--- src/hdl/lfs_consts.vh ---
// Notes on behaviour
// eight linefeed states, host picks one by writing the state register
// after reset the line sits in the open state
// a fault or overpower forces open and raises the matching alarm bit (power, foreign or thermal)
// alarm interrupt maskable; mask never stops the protective fallback
// fallback sources: total power, foreign current/voltage, thermal
// thermal trip at 145 or 200 degrees, held shut by a hold-off delay
// all measurement registers refreshed at 2 kHz or faster
// loop voltage, loop current, longitudinal current derived and stored apart
// open: leads high impedance, supervision and audio powered down
// host uses open for switch intervals, faults and diagnostics
// active states: feed, audio, loop and ground key detect; polarity per state
// on-hook transmission: feed and audio on, polarity as in active
// tip open: ring driven, tip floats, detection active
// ring open: tip driven, ring floats, detection active
// ringing: ring signal on both leads, dc offset as configured
// diagnostics: channel in test mode with test resources
// control over the register port, voice samples on a separate bus
// wideband selection runs audio at 16 kHz instead of 8 kHz
// wideband sample pair spans two consecutive 8 kHz frames
// state field three bits; fallback writes the open code back
// alarm flag sticky until host clears it; mask gates only the output
`ifndef LFS_CONSTS_VH
`define LFS_CONSTS_VH

// register offsets
`define LFS_ADDR_STATE   4'h0
`define LFS_ADDR_CFG     4'h1
`define LFS_ADDR_ALARM   4'h2
`define LFS_ADDR_MASK    4'h3
`define LFS_ADDR_VTIP    4'h4
`define LFS_ADDR_VRING   4'h5
`define LFS_ADDR_ITIP    4'h6
`define LFS_ADDR_IRING   4'h7
`define LFS_ADDR_VLOOP   4'h8
`define LFS_ADDR_ILOOP   4'h9
`define LFS_ADDR_ILONG   4'ha
`define LFS_ADDR_STATUS  4'hb

// state codes
`define LFS_ST_OPEN      3'h0
`define LFS_ST_FWD_ACT   3'h1
`define LFS_ST_FWD_OHT   3'h2
`define LFS_ST_TIP_OPEN  3'h3
`define LFS_ST_RINGING   3'h4
`define LFS_ST_REV_ACT   3'h5
`define LFS_ST_REV_OHT   3'h6
`define LFS_ST_RING_OPEN 3'h7

// config bit positions
`define LFS_CFG_WIDEBAND 0
`define LFS_CFG_RING_DC  1
`define LFS_CFG_TRIP200  2
`define LFS_CFG_DIAG     3
`define LFS_CFG_RST      4'h0

// alarm bit positions
`define LFS_AL_POWER     0
`define LFS_AL_FOREIGN   1
`define LFS_AL_THERMAL   2

// timing
`define LFS_CLK_HZ       100000000
`define LFS_REFRESH_HZ   2000
`define LFS_REFRESH_CYC  (`LFS_CLK_HZ / `LFS_REFRESH_HZ)
`define LFS_FRAME_HZ     8000
`define LFS_FRAME_CYC    (`LFS_CLK_HZ / `LFS_FRAME_HZ)
`define LFS_THERM_HOLD_MS 1000
`define LFS_THERM_HOLD_CYC (`LFS_CLK_HZ / 1000 * `LFS_THERM_HOLD_MS)
`define LFS_TEMP_145     8'h91
`define LFS_TEMP_200     8'hc8

`endif

--- src/hdl/lfs_divider.v ---
`timescale 1ns/100ps
`include "lfs_consts.vh"
// one-cycle enable every div clocks
module lfs_divider #(
   parameter DIV = 2
) (
   input  wire        clk,
   input  wire        arst_n,
   output reg         tick
);
   reg [31:0] count;
   always @(posedge clk or negedge arst_n) begin
      if (!arst_n) begin
         count <= 32'h0000_0000;
         tick  <= 1'b0;
      end else if (count == DIV - 1) begin
         count <= 32'h0000_0000;
         tick  <= 1'b1;
      end else begin
         count <= count + 32'h0000_0001;
         tick  <= 1'b0;
      end
   end
endmodule

--- src/hdl/lfs_monitor.v ---
`timescale 1ns/100ps
`include "lfs_consts.vh"
// --------------------------------------------------
// measurement store
// --------------------------------------------------
module lfs_monitor (
   input  wire               clk,
   input  wire               arst_n,
   input  wire               sample,
   input  wire signed [15:0] adc_vtip,
   input  wire signed [15:0] adc_vring,
   input  wire signed [15:0] adc_itip,
   input  wire signed [15:0] adc_iring,
   output reg  [15:0]        vtip,
   output reg  [15:0]        vring,
   output reg  [15:0]        itip,
   output reg  [15:0]        iring,
   output reg  [15:0]        vloop,
   output reg  [15:0]        iloop,
   output reg  [15:0]        ilong
);
   wire signed [16:0] sum_i  = adc_itip + adc_iring;
   wire signed [16:0] diff_i = adc_itip - adc_iring;
   always @(posedge clk or negedge arst_n) begin
      if (!arst_n) begin
         vtip  <= 16'h0000;
         vring <= 16'h0000;
         itip  <= 16'h0000;
         iring <= 16'h0000;
         vloop <= 16'h0000;
         iloop <= 16'h0000;
         ilong <= 16'h0000;
      end else if (sample) begin
         vtip  <= adc_vtip;
         vring <= adc_vring;
         itip  <= adc_itip;
         iring <= adc_iring;
         vloop <= adc_vtip - adc_vring;
         // halved so the metallic and common-mode parts never overflow
         iloop <= diff_i[16:1];
         ilong <= sum_i[16:1];
      end
   end
endmodule

--- src/hdl/lfs_supervisor.v ---
// Strobed register access and the address map were decided locally.
`timescale 1ns/100ps
`include "lfs_consts.vh"
module lfs_supervisor #(
   parameter THERM_HOLD_CYC = `LFS_THERM_HOLD_CYC
) (
   input  wire        clk,
   input  wire        arst_n,
   // register port
   input  wire [3:0]  addr,
   input  wire [15:0] wdata,
   input  wire        wr,
   input  wire        rd,
   output reg  [15:0] rdata,
   // fault sensors
   input  wire        over_power,
   input  wire        foreign_fault,
   input  wire [7:0]  die_temp,
   // monitor inputs
   input  wire [15:0] adc_vtip,
   input  wire [15:0] adc_vring,
   input  wire [15:0] adc_itip,
   input  wire [15:0] adc_iring,
   // line controls
   output reg         tip_drive,
   output reg         ring_drive,
   output reg         polarity_rev,
   output reg         feed_en,
   output reg         audio_en,
   output reg         detect_en,
   output reg         ring_en,
   output reg         ring_dc_en,
   output reg         diag_en,
   output reg         thermal_shutdown,
   output reg         wideband,
   output reg         pcm_frame_half,
   output wire        irq_n
);
   // ----------------------------------------------
   // registers
   // ----------------------------------------------
   reg  [2:0] line_state;
   reg  [3:0] cfg;
   reg  [2:0] alarm;
   reg  [2:0] mask;
   reg [31:0] hold_cnt;
   reg  [2:0] next_line_state;
   reg  [2:0] next_alarm;
   wire       tick_2k;
   wire       tick_8k;
   wire [15:0] m_vtip, m_vring, m_itip, m_iring, m_vloop, m_iloop, m_ilong;

   wire [7:0] trip_level = cfg[`LFS_CFG_TRIP200] ? `LFS_TEMP_200 : `LFS_TEMP_145;
   wire       over_temp  = die_temp >= trip_level;
   wire       therm_evt  = over_temp & ~thermal_shutdown;
   wire [2:0] events     = {therm_evt, foreign_fault, over_power};
   wire       fault      = |events;
   wire       wr_state   = wr & (addr == `LFS_ADDR_STATE);
   wire       wr_alarm   = wr & (addr == `LFS_ADDR_ALARM);

   lfs_divider #(.DIV(`LFS_REFRESH_CYC)) u_div2k (
      .clk    (clk),
      .arst_n (arst_n),
      .tick   (tick_2k)
   );
   lfs_divider #(.DIV(`LFS_FRAME_CYC)) u_div8k (
      .clk    (clk),
      .arst_n (arst_n),
      .tick   (tick_8k)
   );
   lfs_monitor u_mon (
      .clk       (clk),
      .arst_n    (arst_n),
      .sample    (tick_2k),
      .adc_vtip  (adc_vtip),
      .adc_vring (adc_vring),
      .adc_itip  (adc_itip),
      .adc_iring (adc_iring),
      .vtip      (m_vtip),
      .vring     (m_vring),
      .itip      (m_itip),
      .iring     (m_iring),
      .vloop     (m_vloop),
      .iloop     (m_iloop),
      .ilong     (m_ilong)
   );

   // ----------------------------------------------
   // state and alarm update
   // ----------------------------------------------
   always @* begin
      next_line_state = line_state;
      if (wr_state)
         next_line_state = wdata[2:0];
      // fallback wins over a host write and ignores the mask
      if (fault)
         next_line_state = `LFS_ST_OPEN;
      next_alarm = alarm;
      if (wr_alarm)
         next_alarm = alarm & ~wdata[2:0];
      next_alarm = next_alarm | events;
   end

   always @(posedge clk or negedge arst_n) begin
      if (!arst_n) begin
         line_state <= `LFS_ST_OPEN;
         cfg        <= `LFS_CFG_RST;
         alarm      <= 3'h0;
         mask       <= 3'h0;
      end else begin
         line_state <= next_line_state;
         alarm      <= next_alarm;
         if (wr & (addr == `LFS_ADDR_CFG))
            cfg <= wdata[3:0];
         if (wr & (addr == `LFS_ADDR_MASK))
            mask <= wdata[2:0];
      end
   end

   assign irq_n = ~|(alarm & mask);

   // ----------------------------------------------
   // thermal shutdown with hold-off
   // ----------------------------------------------
   // a power cross heats and cools fast; the hold keeps us off through it
   always @(posedge clk or negedge arst_n) begin
      if (!arst_n) begin
         thermal_shutdown <= 1'b0;
         hold_cnt         <= 32'h0000_0000;
      end else if (over_temp) begin
         thermal_shutdown <= 1'b1;
         hold_cnt         <= THERM_HOLD_CYC;
      end else if (hold_cnt != 32'h0000_0000) begin
         hold_cnt <= hold_cnt - 32'h0000_0001;
      end else begin
         thermal_shutdown <= 1'b0;
      end
   end

   // ----------------------------------------------
   // line control decode
   // ----------------------------------------------
   always @(posedge clk or negedge arst_n) begin
      if (!arst_n) begin
         tip_drive    <= 1'b0;
         ring_drive   <= 1'b0;
         polarity_rev <= 1'b0;
         feed_en      <= 1'b0;
         audio_en     <= 1'b0;
         detect_en    <= 1'b0;
         ring_en      <= 1'b0;
         ring_dc_en   <= 1'b0;
         diag_en      <= 1'b0;
      end else begin
         tip_drive    <= 1'b0;
         ring_drive   <= 1'b0;
         polarity_rev <= 1'b0;
         feed_en      <= 1'b0;
         audio_en     <= 1'b0;
         detect_en    <= 1'b0;
         ring_en      <= 1'b0;
         ring_dc_en   <= 1'b0;
         diag_en      <= 1'b0;
         case (line_state)
            `LFS_ST_FWD_ACT, `LFS_ST_REV_ACT: begin
               tip_drive    <= 1'b1;
               ring_drive   <= 1'b1;
               feed_en      <= 1'b1;
               audio_en     <= 1'b1;
               detect_en    <= 1'b1;
               polarity_rev <= line_state == `LFS_ST_REV_ACT;
            end
            `LFS_ST_FWD_OHT, `LFS_ST_REV_OHT: begin
               tip_drive    <= 1'b1;
               ring_drive   <= 1'b1;
               feed_en      <= 1'b1;
               audio_en     <= 1'b1;
               polarity_rev <= line_state == `LFS_ST_REV_OHT;
            end
            `LFS_ST_TIP_OPEN: begin
               ring_drive <= 1'b1;
               feed_en    <= 1'b1;
               detect_en  <= 1'b1;
            end
            `LFS_ST_RING_OPEN: begin
               tip_drive    <= 1'b1;
               feed_en      <= 1'b1;
               detect_en    <= 1'b1;
               polarity_rev <= 1'b1;
            end
            `LFS_ST_RINGING: begin
               tip_drive  <= 1'b1;
               ring_drive <= 1'b1;
               ring_en    <= 1'b1;
               ring_dc_en <= cfg[`LFS_CFG_RING_DC];
            end
            default: begin
               // open: everything stays off, leads float
            end
         endcase
         // diagnostics shares the open code: high impedance while testing
         // only effective in open, so a test never meets a driven lead
         diag_en <= (line_state == `LFS_ST_OPEN) & cfg[`LFS_CFG_DIAG];
      end
   end

   // ----------------------------------------------
   // wideband framing
   // ----------------------------------------------
   always @(posedge clk or negedge arst_n) begin
      if (!arst_n) begin
         wideband       <= 1'b0;
         pcm_frame_half <= 1'b0;
      end else begin
         wideband <= cfg[`LFS_CFG_WIDEBAND];
         if (!cfg[`LFS_CFG_WIDEBAND])
            pcm_frame_half <= 1'b0;
         else if (tick_8k)
            pcm_frame_half <= ~pcm_frame_half;
      end
   end

   // ----------------------------------------------
   // read port
   // ----------------------------------------------
   always @(posedge clk or negedge arst_n) begin
      if (!arst_n) begin
         rdata <= 16'h0000;
      end else if (rd) begin
         case (addr)
            `LFS_ADDR_STATE:  rdata <= {13'h0000, line_state};
            `LFS_ADDR_CFG:    rdata <= {12'h000, cfg};
            `LFS_ADDR_ALARM:  rdata <= {13'h0000, alarm};
            `LFS_ADDR_MASK:   rdata <= {13'h0000, mask};
            `LFS_ADDR_VTIP:   rdata <= m_vtip;
            `LFS_ADDR_VRING:  rdata <= m_vring;
            `LFS_ADDR_ITIP:   rdata <= m_itip;
            `LFS_ADDR_IRING:  rdata <= m_iring;
            `LFS_ADDR_VLOOP:  rdata <= m_vloop;
            `LFS_ADDR_ILOOP:  rdata <= m_iloop;
            `LFS_ADDR_ILONG:  rdata <= m_ilong;
            `LFS_ADDR_STATUS: rdata <= {13'h0000, pcm_frame_half, thermal_shutdown, over_temp};
            default:          rdata <= 16'h0000;
         endcase
      end else begin
         rdata <= 16'h0000;
      end
   end
endmodule

--- config.mk ---
export PLATFORM = sky130hd
export DESIGN_NAME = lfs_supervisor
export DESIGN_NICKNAME = d
export VERILOG_FILES = /design/src/hdl/lfs_divider.v /design/src/hdl/lfs_monitor.v /design/src/hdl/lfs_supervisor.v
export VERILOG_INCLUDE_DIRS = /design/src /design/src/hdl
export SDC_FILE = /design/constraint.sdc
export NUM_CORES = 1
export LEC_CHECK = 0
export BUFFER_PORTS_ARGS = -buffer_cell sky130_fd_sc_hd__clkbuf_2
export CORE_MARGIN = 5
export CORE_UTILIZATION = 50
export DETAILED_ROUTE_END_ITERATION = 6
export PLACE_DENSITY = 0.76
export SLEW_MARGIN = 10
export SYNTH_ARGS = -nofsm -noshare
export SYNTH_HDL_FRONTEND = slang
export SYNTH_SLANG_ARGS = --single-unit
--- constraint.sdc ---
create_clock -name clk -period 3.7 [get_ports clk]
set_clock_uncertainty 0.2 [all_clocks]
set_input_delay 0.37 -clock clk [delete_from_list [all_inputs] [get_ports clk]]
set_output_delay 0.37 -clock clk [all_outputs]
set_load 0.02 [all_outputs]
==> impl_results.md <==
* Status: finished clean
* Synth Flop Type: dfrtp_1
* Post-synth top cells: dfrtp_1, nor2_1, mux2_2
* Setup violators final at 0
* Reg-to-reg startpoint: cfg[2]
* Final min period at about 3500 ps
* Psw at between 1.5 and 2 mW
* Skew-Pair Late Insertion Delay at roughly 530 ps
* Logic pwr share at about 15%
* First-pass GRT wire length at just over 50000 um
* Root Buffer: clkbuf_16
* Dominant cell type by area after synthesis: dfrtp_1
* Placed Cells at 1660
* Final nets at about 1.6k
* Leakage power at about 7.4 nW
* CTS H-tree lvls at 1
* Vias in the first global route at a little over 10k
* Hold Crit Class: in -> reg
* Clk sink count at roughly 250
* Fin cells at between 1.5k and 2k
* Share of the synthesized area in the top cell type at 48.2%
* Cell internal pwr at between 4 and 5 mW
* Final Wtd Congestion at around 0.83
* Arrival time worst endpoint at 3790 ps
* CP max FO at 14
* DP HPWL at approximately 21000 um
* EDFF count, synth at 0
* Synthesized area per cell at around 10 sq um
* Setup TNS Final at 0 ps
* Max cap viols at 0
* First-pass DRT Iterations at 6
* Final period util at 95.5%
* DRC violations left at 0
* Worst-path clk slew at about 60 ps
* Via-to-Cell Ratio at between 5 and 6
* CTS tree: built
* Initial antenna violation count at 3
* Die area at around 30000 sq um
* Setup crit end kind: flop
* Post-route antenna net violation count at 0
* Post-Syn Area at roughly 13000 sq um
* Initial DRC count at 871
* Total number of vias at 10.1k
* Core ar. at about 26000 sq um
* RSZ-0062 raised after global routing: false
* Num CTS Buffers at 27
* # IOs at about 130
* Post-Route WL at approximately 30000 um
* Fill count at between 2k and 2.5k
* Initial core utilization at between 50 and 60%
* Synthesized Nets at between 1k and 1.5k
* Largest cells by area after synthesis: dfrtp_1, mux2_2, ha_1
* Clock power share at between 30% and 40%
* Sequential area share after synthesis at 48.2%
* Chip width at 171 um
* FMAX at between 0.2 and 0.3 GHz
* Final Worst Setup Slack at 166 ps
* Switching Fraction at a little over a quarter
* CP Data Required Time at between 3000 and 4000 ps
* Setup CP Type: reg -> reg
* Overflow after GRT at 0
* FF+latch count, synth at between 200 and 300
* Dpl ws at about 540 ps
* Post-Syn Instances at between 1k and 1.5k
* Area of the multi-input gates at 6310 sq um
* Worst-margin pin slew at ~900 ps
* Library cells used by synthesis at 64
* CP Launch Type: flop
* Yosys warns at 0
* Hold Vio Cnt, Final at 0
* GRT Resource Usage Total at between 20% and 30%
* Num rows at 59
* Die height at roughly 170 um
* Area growth syn-to-layout at 19.5%
* Hold_sp: die_temp[7]
* Max Slew Vio Count at 0
* Register area at 6280 sq um
* Pwr per Cell Area at a little over 400 nW/um^2
* Asr flop ratio synth at between 90% and 100%
* Worst relative slew slack at between 30% and 40%
* Startpoint of the worst setup timing path: cfg[2]
* Flop pwr share at 45.7%
* Layout cells sized above 1 at around a fifth
* Longest Clk Path Bufs at 3
* Most common cell in the netlist: dfrtp_1
* WL/cell at about 17 um
* Peak supply drop at between 0.3 and 0.4 mV
* Largest net degree at the start of global routing at 127
* Number of port buffers at about 110
## layout make-up
class                           count  area share, %
Sequential cell                   251           40.4
Inverter                           64           1.54
Clock buffer                       38           4.80
Clock inverter                      6          0.386
Timing Repair Buffer              206           9.61
Multi-Input combinational cell    878           40.6
Tap cell                          335           2.69
Antenna cell                        1         0.0161
## repair_timing
action                                 in CTS  in global routing
setup buffers                               0                  1
setup endpoints to repair                   0                  1
hold buffers                               73                  0
gates resized for setup                     0                  2
endpoints found under the hold margin     181                  0
## metrics by stage
stage | hold slack (ps) | power [mW] | utilization [%] | cell area (sq um)
after global routing | 46.2 | 6.66 | 60.2 | 15600
after global placement | 238 | 3.80 | 54.2 | 14000
after CTS | 39.1 | 6.41 | 60.2 | 15500
after floorplan | -126 | 3.52 | - | 13000
final | 33.6 | 6.37 | 60.2 | 15600
after detailed placement | 244 | 3.82 | 54.2 | 14000
## registers in the layout, summed over array words and instances, names as in the netlist, 3 cells and up
register       cells
line_state         3
hold_cnt          32
u_mon.itip        16
cfg                4
rdata             16
u_mon.vloop       16
u_div2k.count     32
u_mon.iring       16
u_mon.iloop       16
u_mon.ilong       16
u_mon.vtip        16
u_div8k.count     32
mask               3
u_mon.vring       16
alarm              3
## cells in the final DEF, fill, tap and decap left out, drive strengths merged, types with 44 or more instances in the layout
cell type	n
nand2	79
clkbuf	151
ha	53
inv	63
dfrtp	251
mux2	90
xor2	44
nor2	115
xnor2	75
a21oi	52
dlygate4sd3	73
## final timing paths
| check | end | slack, ps | cells after the start |
|---|---|---|---|
| worst max-delay path | line_state[1] | 170 | 11 |
| worst min-delay path | hold_cnt[8] | 30 | 4 |
| worst max register to register | line_state[1] | 170 | 11 |
| worst min register to register | u_div8k.count[0] | 270 | 1 |
| max in group asynchronous | u_div8k.count[15] | 2190 | 3 |
| min in group asynchronous | u_div2k.count[13] | 280 | 2 |
## power by group through the flow
stage	Combinational, mW	Sequential [mW]	Clock, mW
final	0.953	2.91	2.50
after global routing	1.05	2.92	2.69
after CTS	0.938	2.91	2.56
after detailed placement	0.867	2.96	0
after global placement	0.843	2.95	0
after floorplan	0.569	2.95	0
## logic make-up (layout without fill, tap and decap cells)
family,after synthesis,count (layout),synth area share [%]
muxes,99,99,8.76
DFF,251,251,48.2
buffers and inverters,112,314,3.34
AOI/OAI and AO/OA,212,212,11.1
adders and majority gates,56,56,5.55
other,0,1,0
xor gates and xnor gates,119,119,8.00
and+or+nand+nor,392,392,15.0
## critical path, stage by stage (launching register included)
cell	delay (ps)
dfrtp_1	420
inv_1	110
ha_1	280
or4b_1	510
a21o_1	190
a211o_1	300
a21oi_2	160
nand2b_1	130
buf_6	160
nor2_1	110
nor4_1	290
dlygate4sd3_1	600
## metal layers
metal / wire (um) / global-route usage, %
met2: 14400 / 33.5
met4: 736 / 6.30
met5: 14 / 0
met3: 2050 / 3.72
met1: 13500 / 28.7
Power figures use the tool's default switching activity.
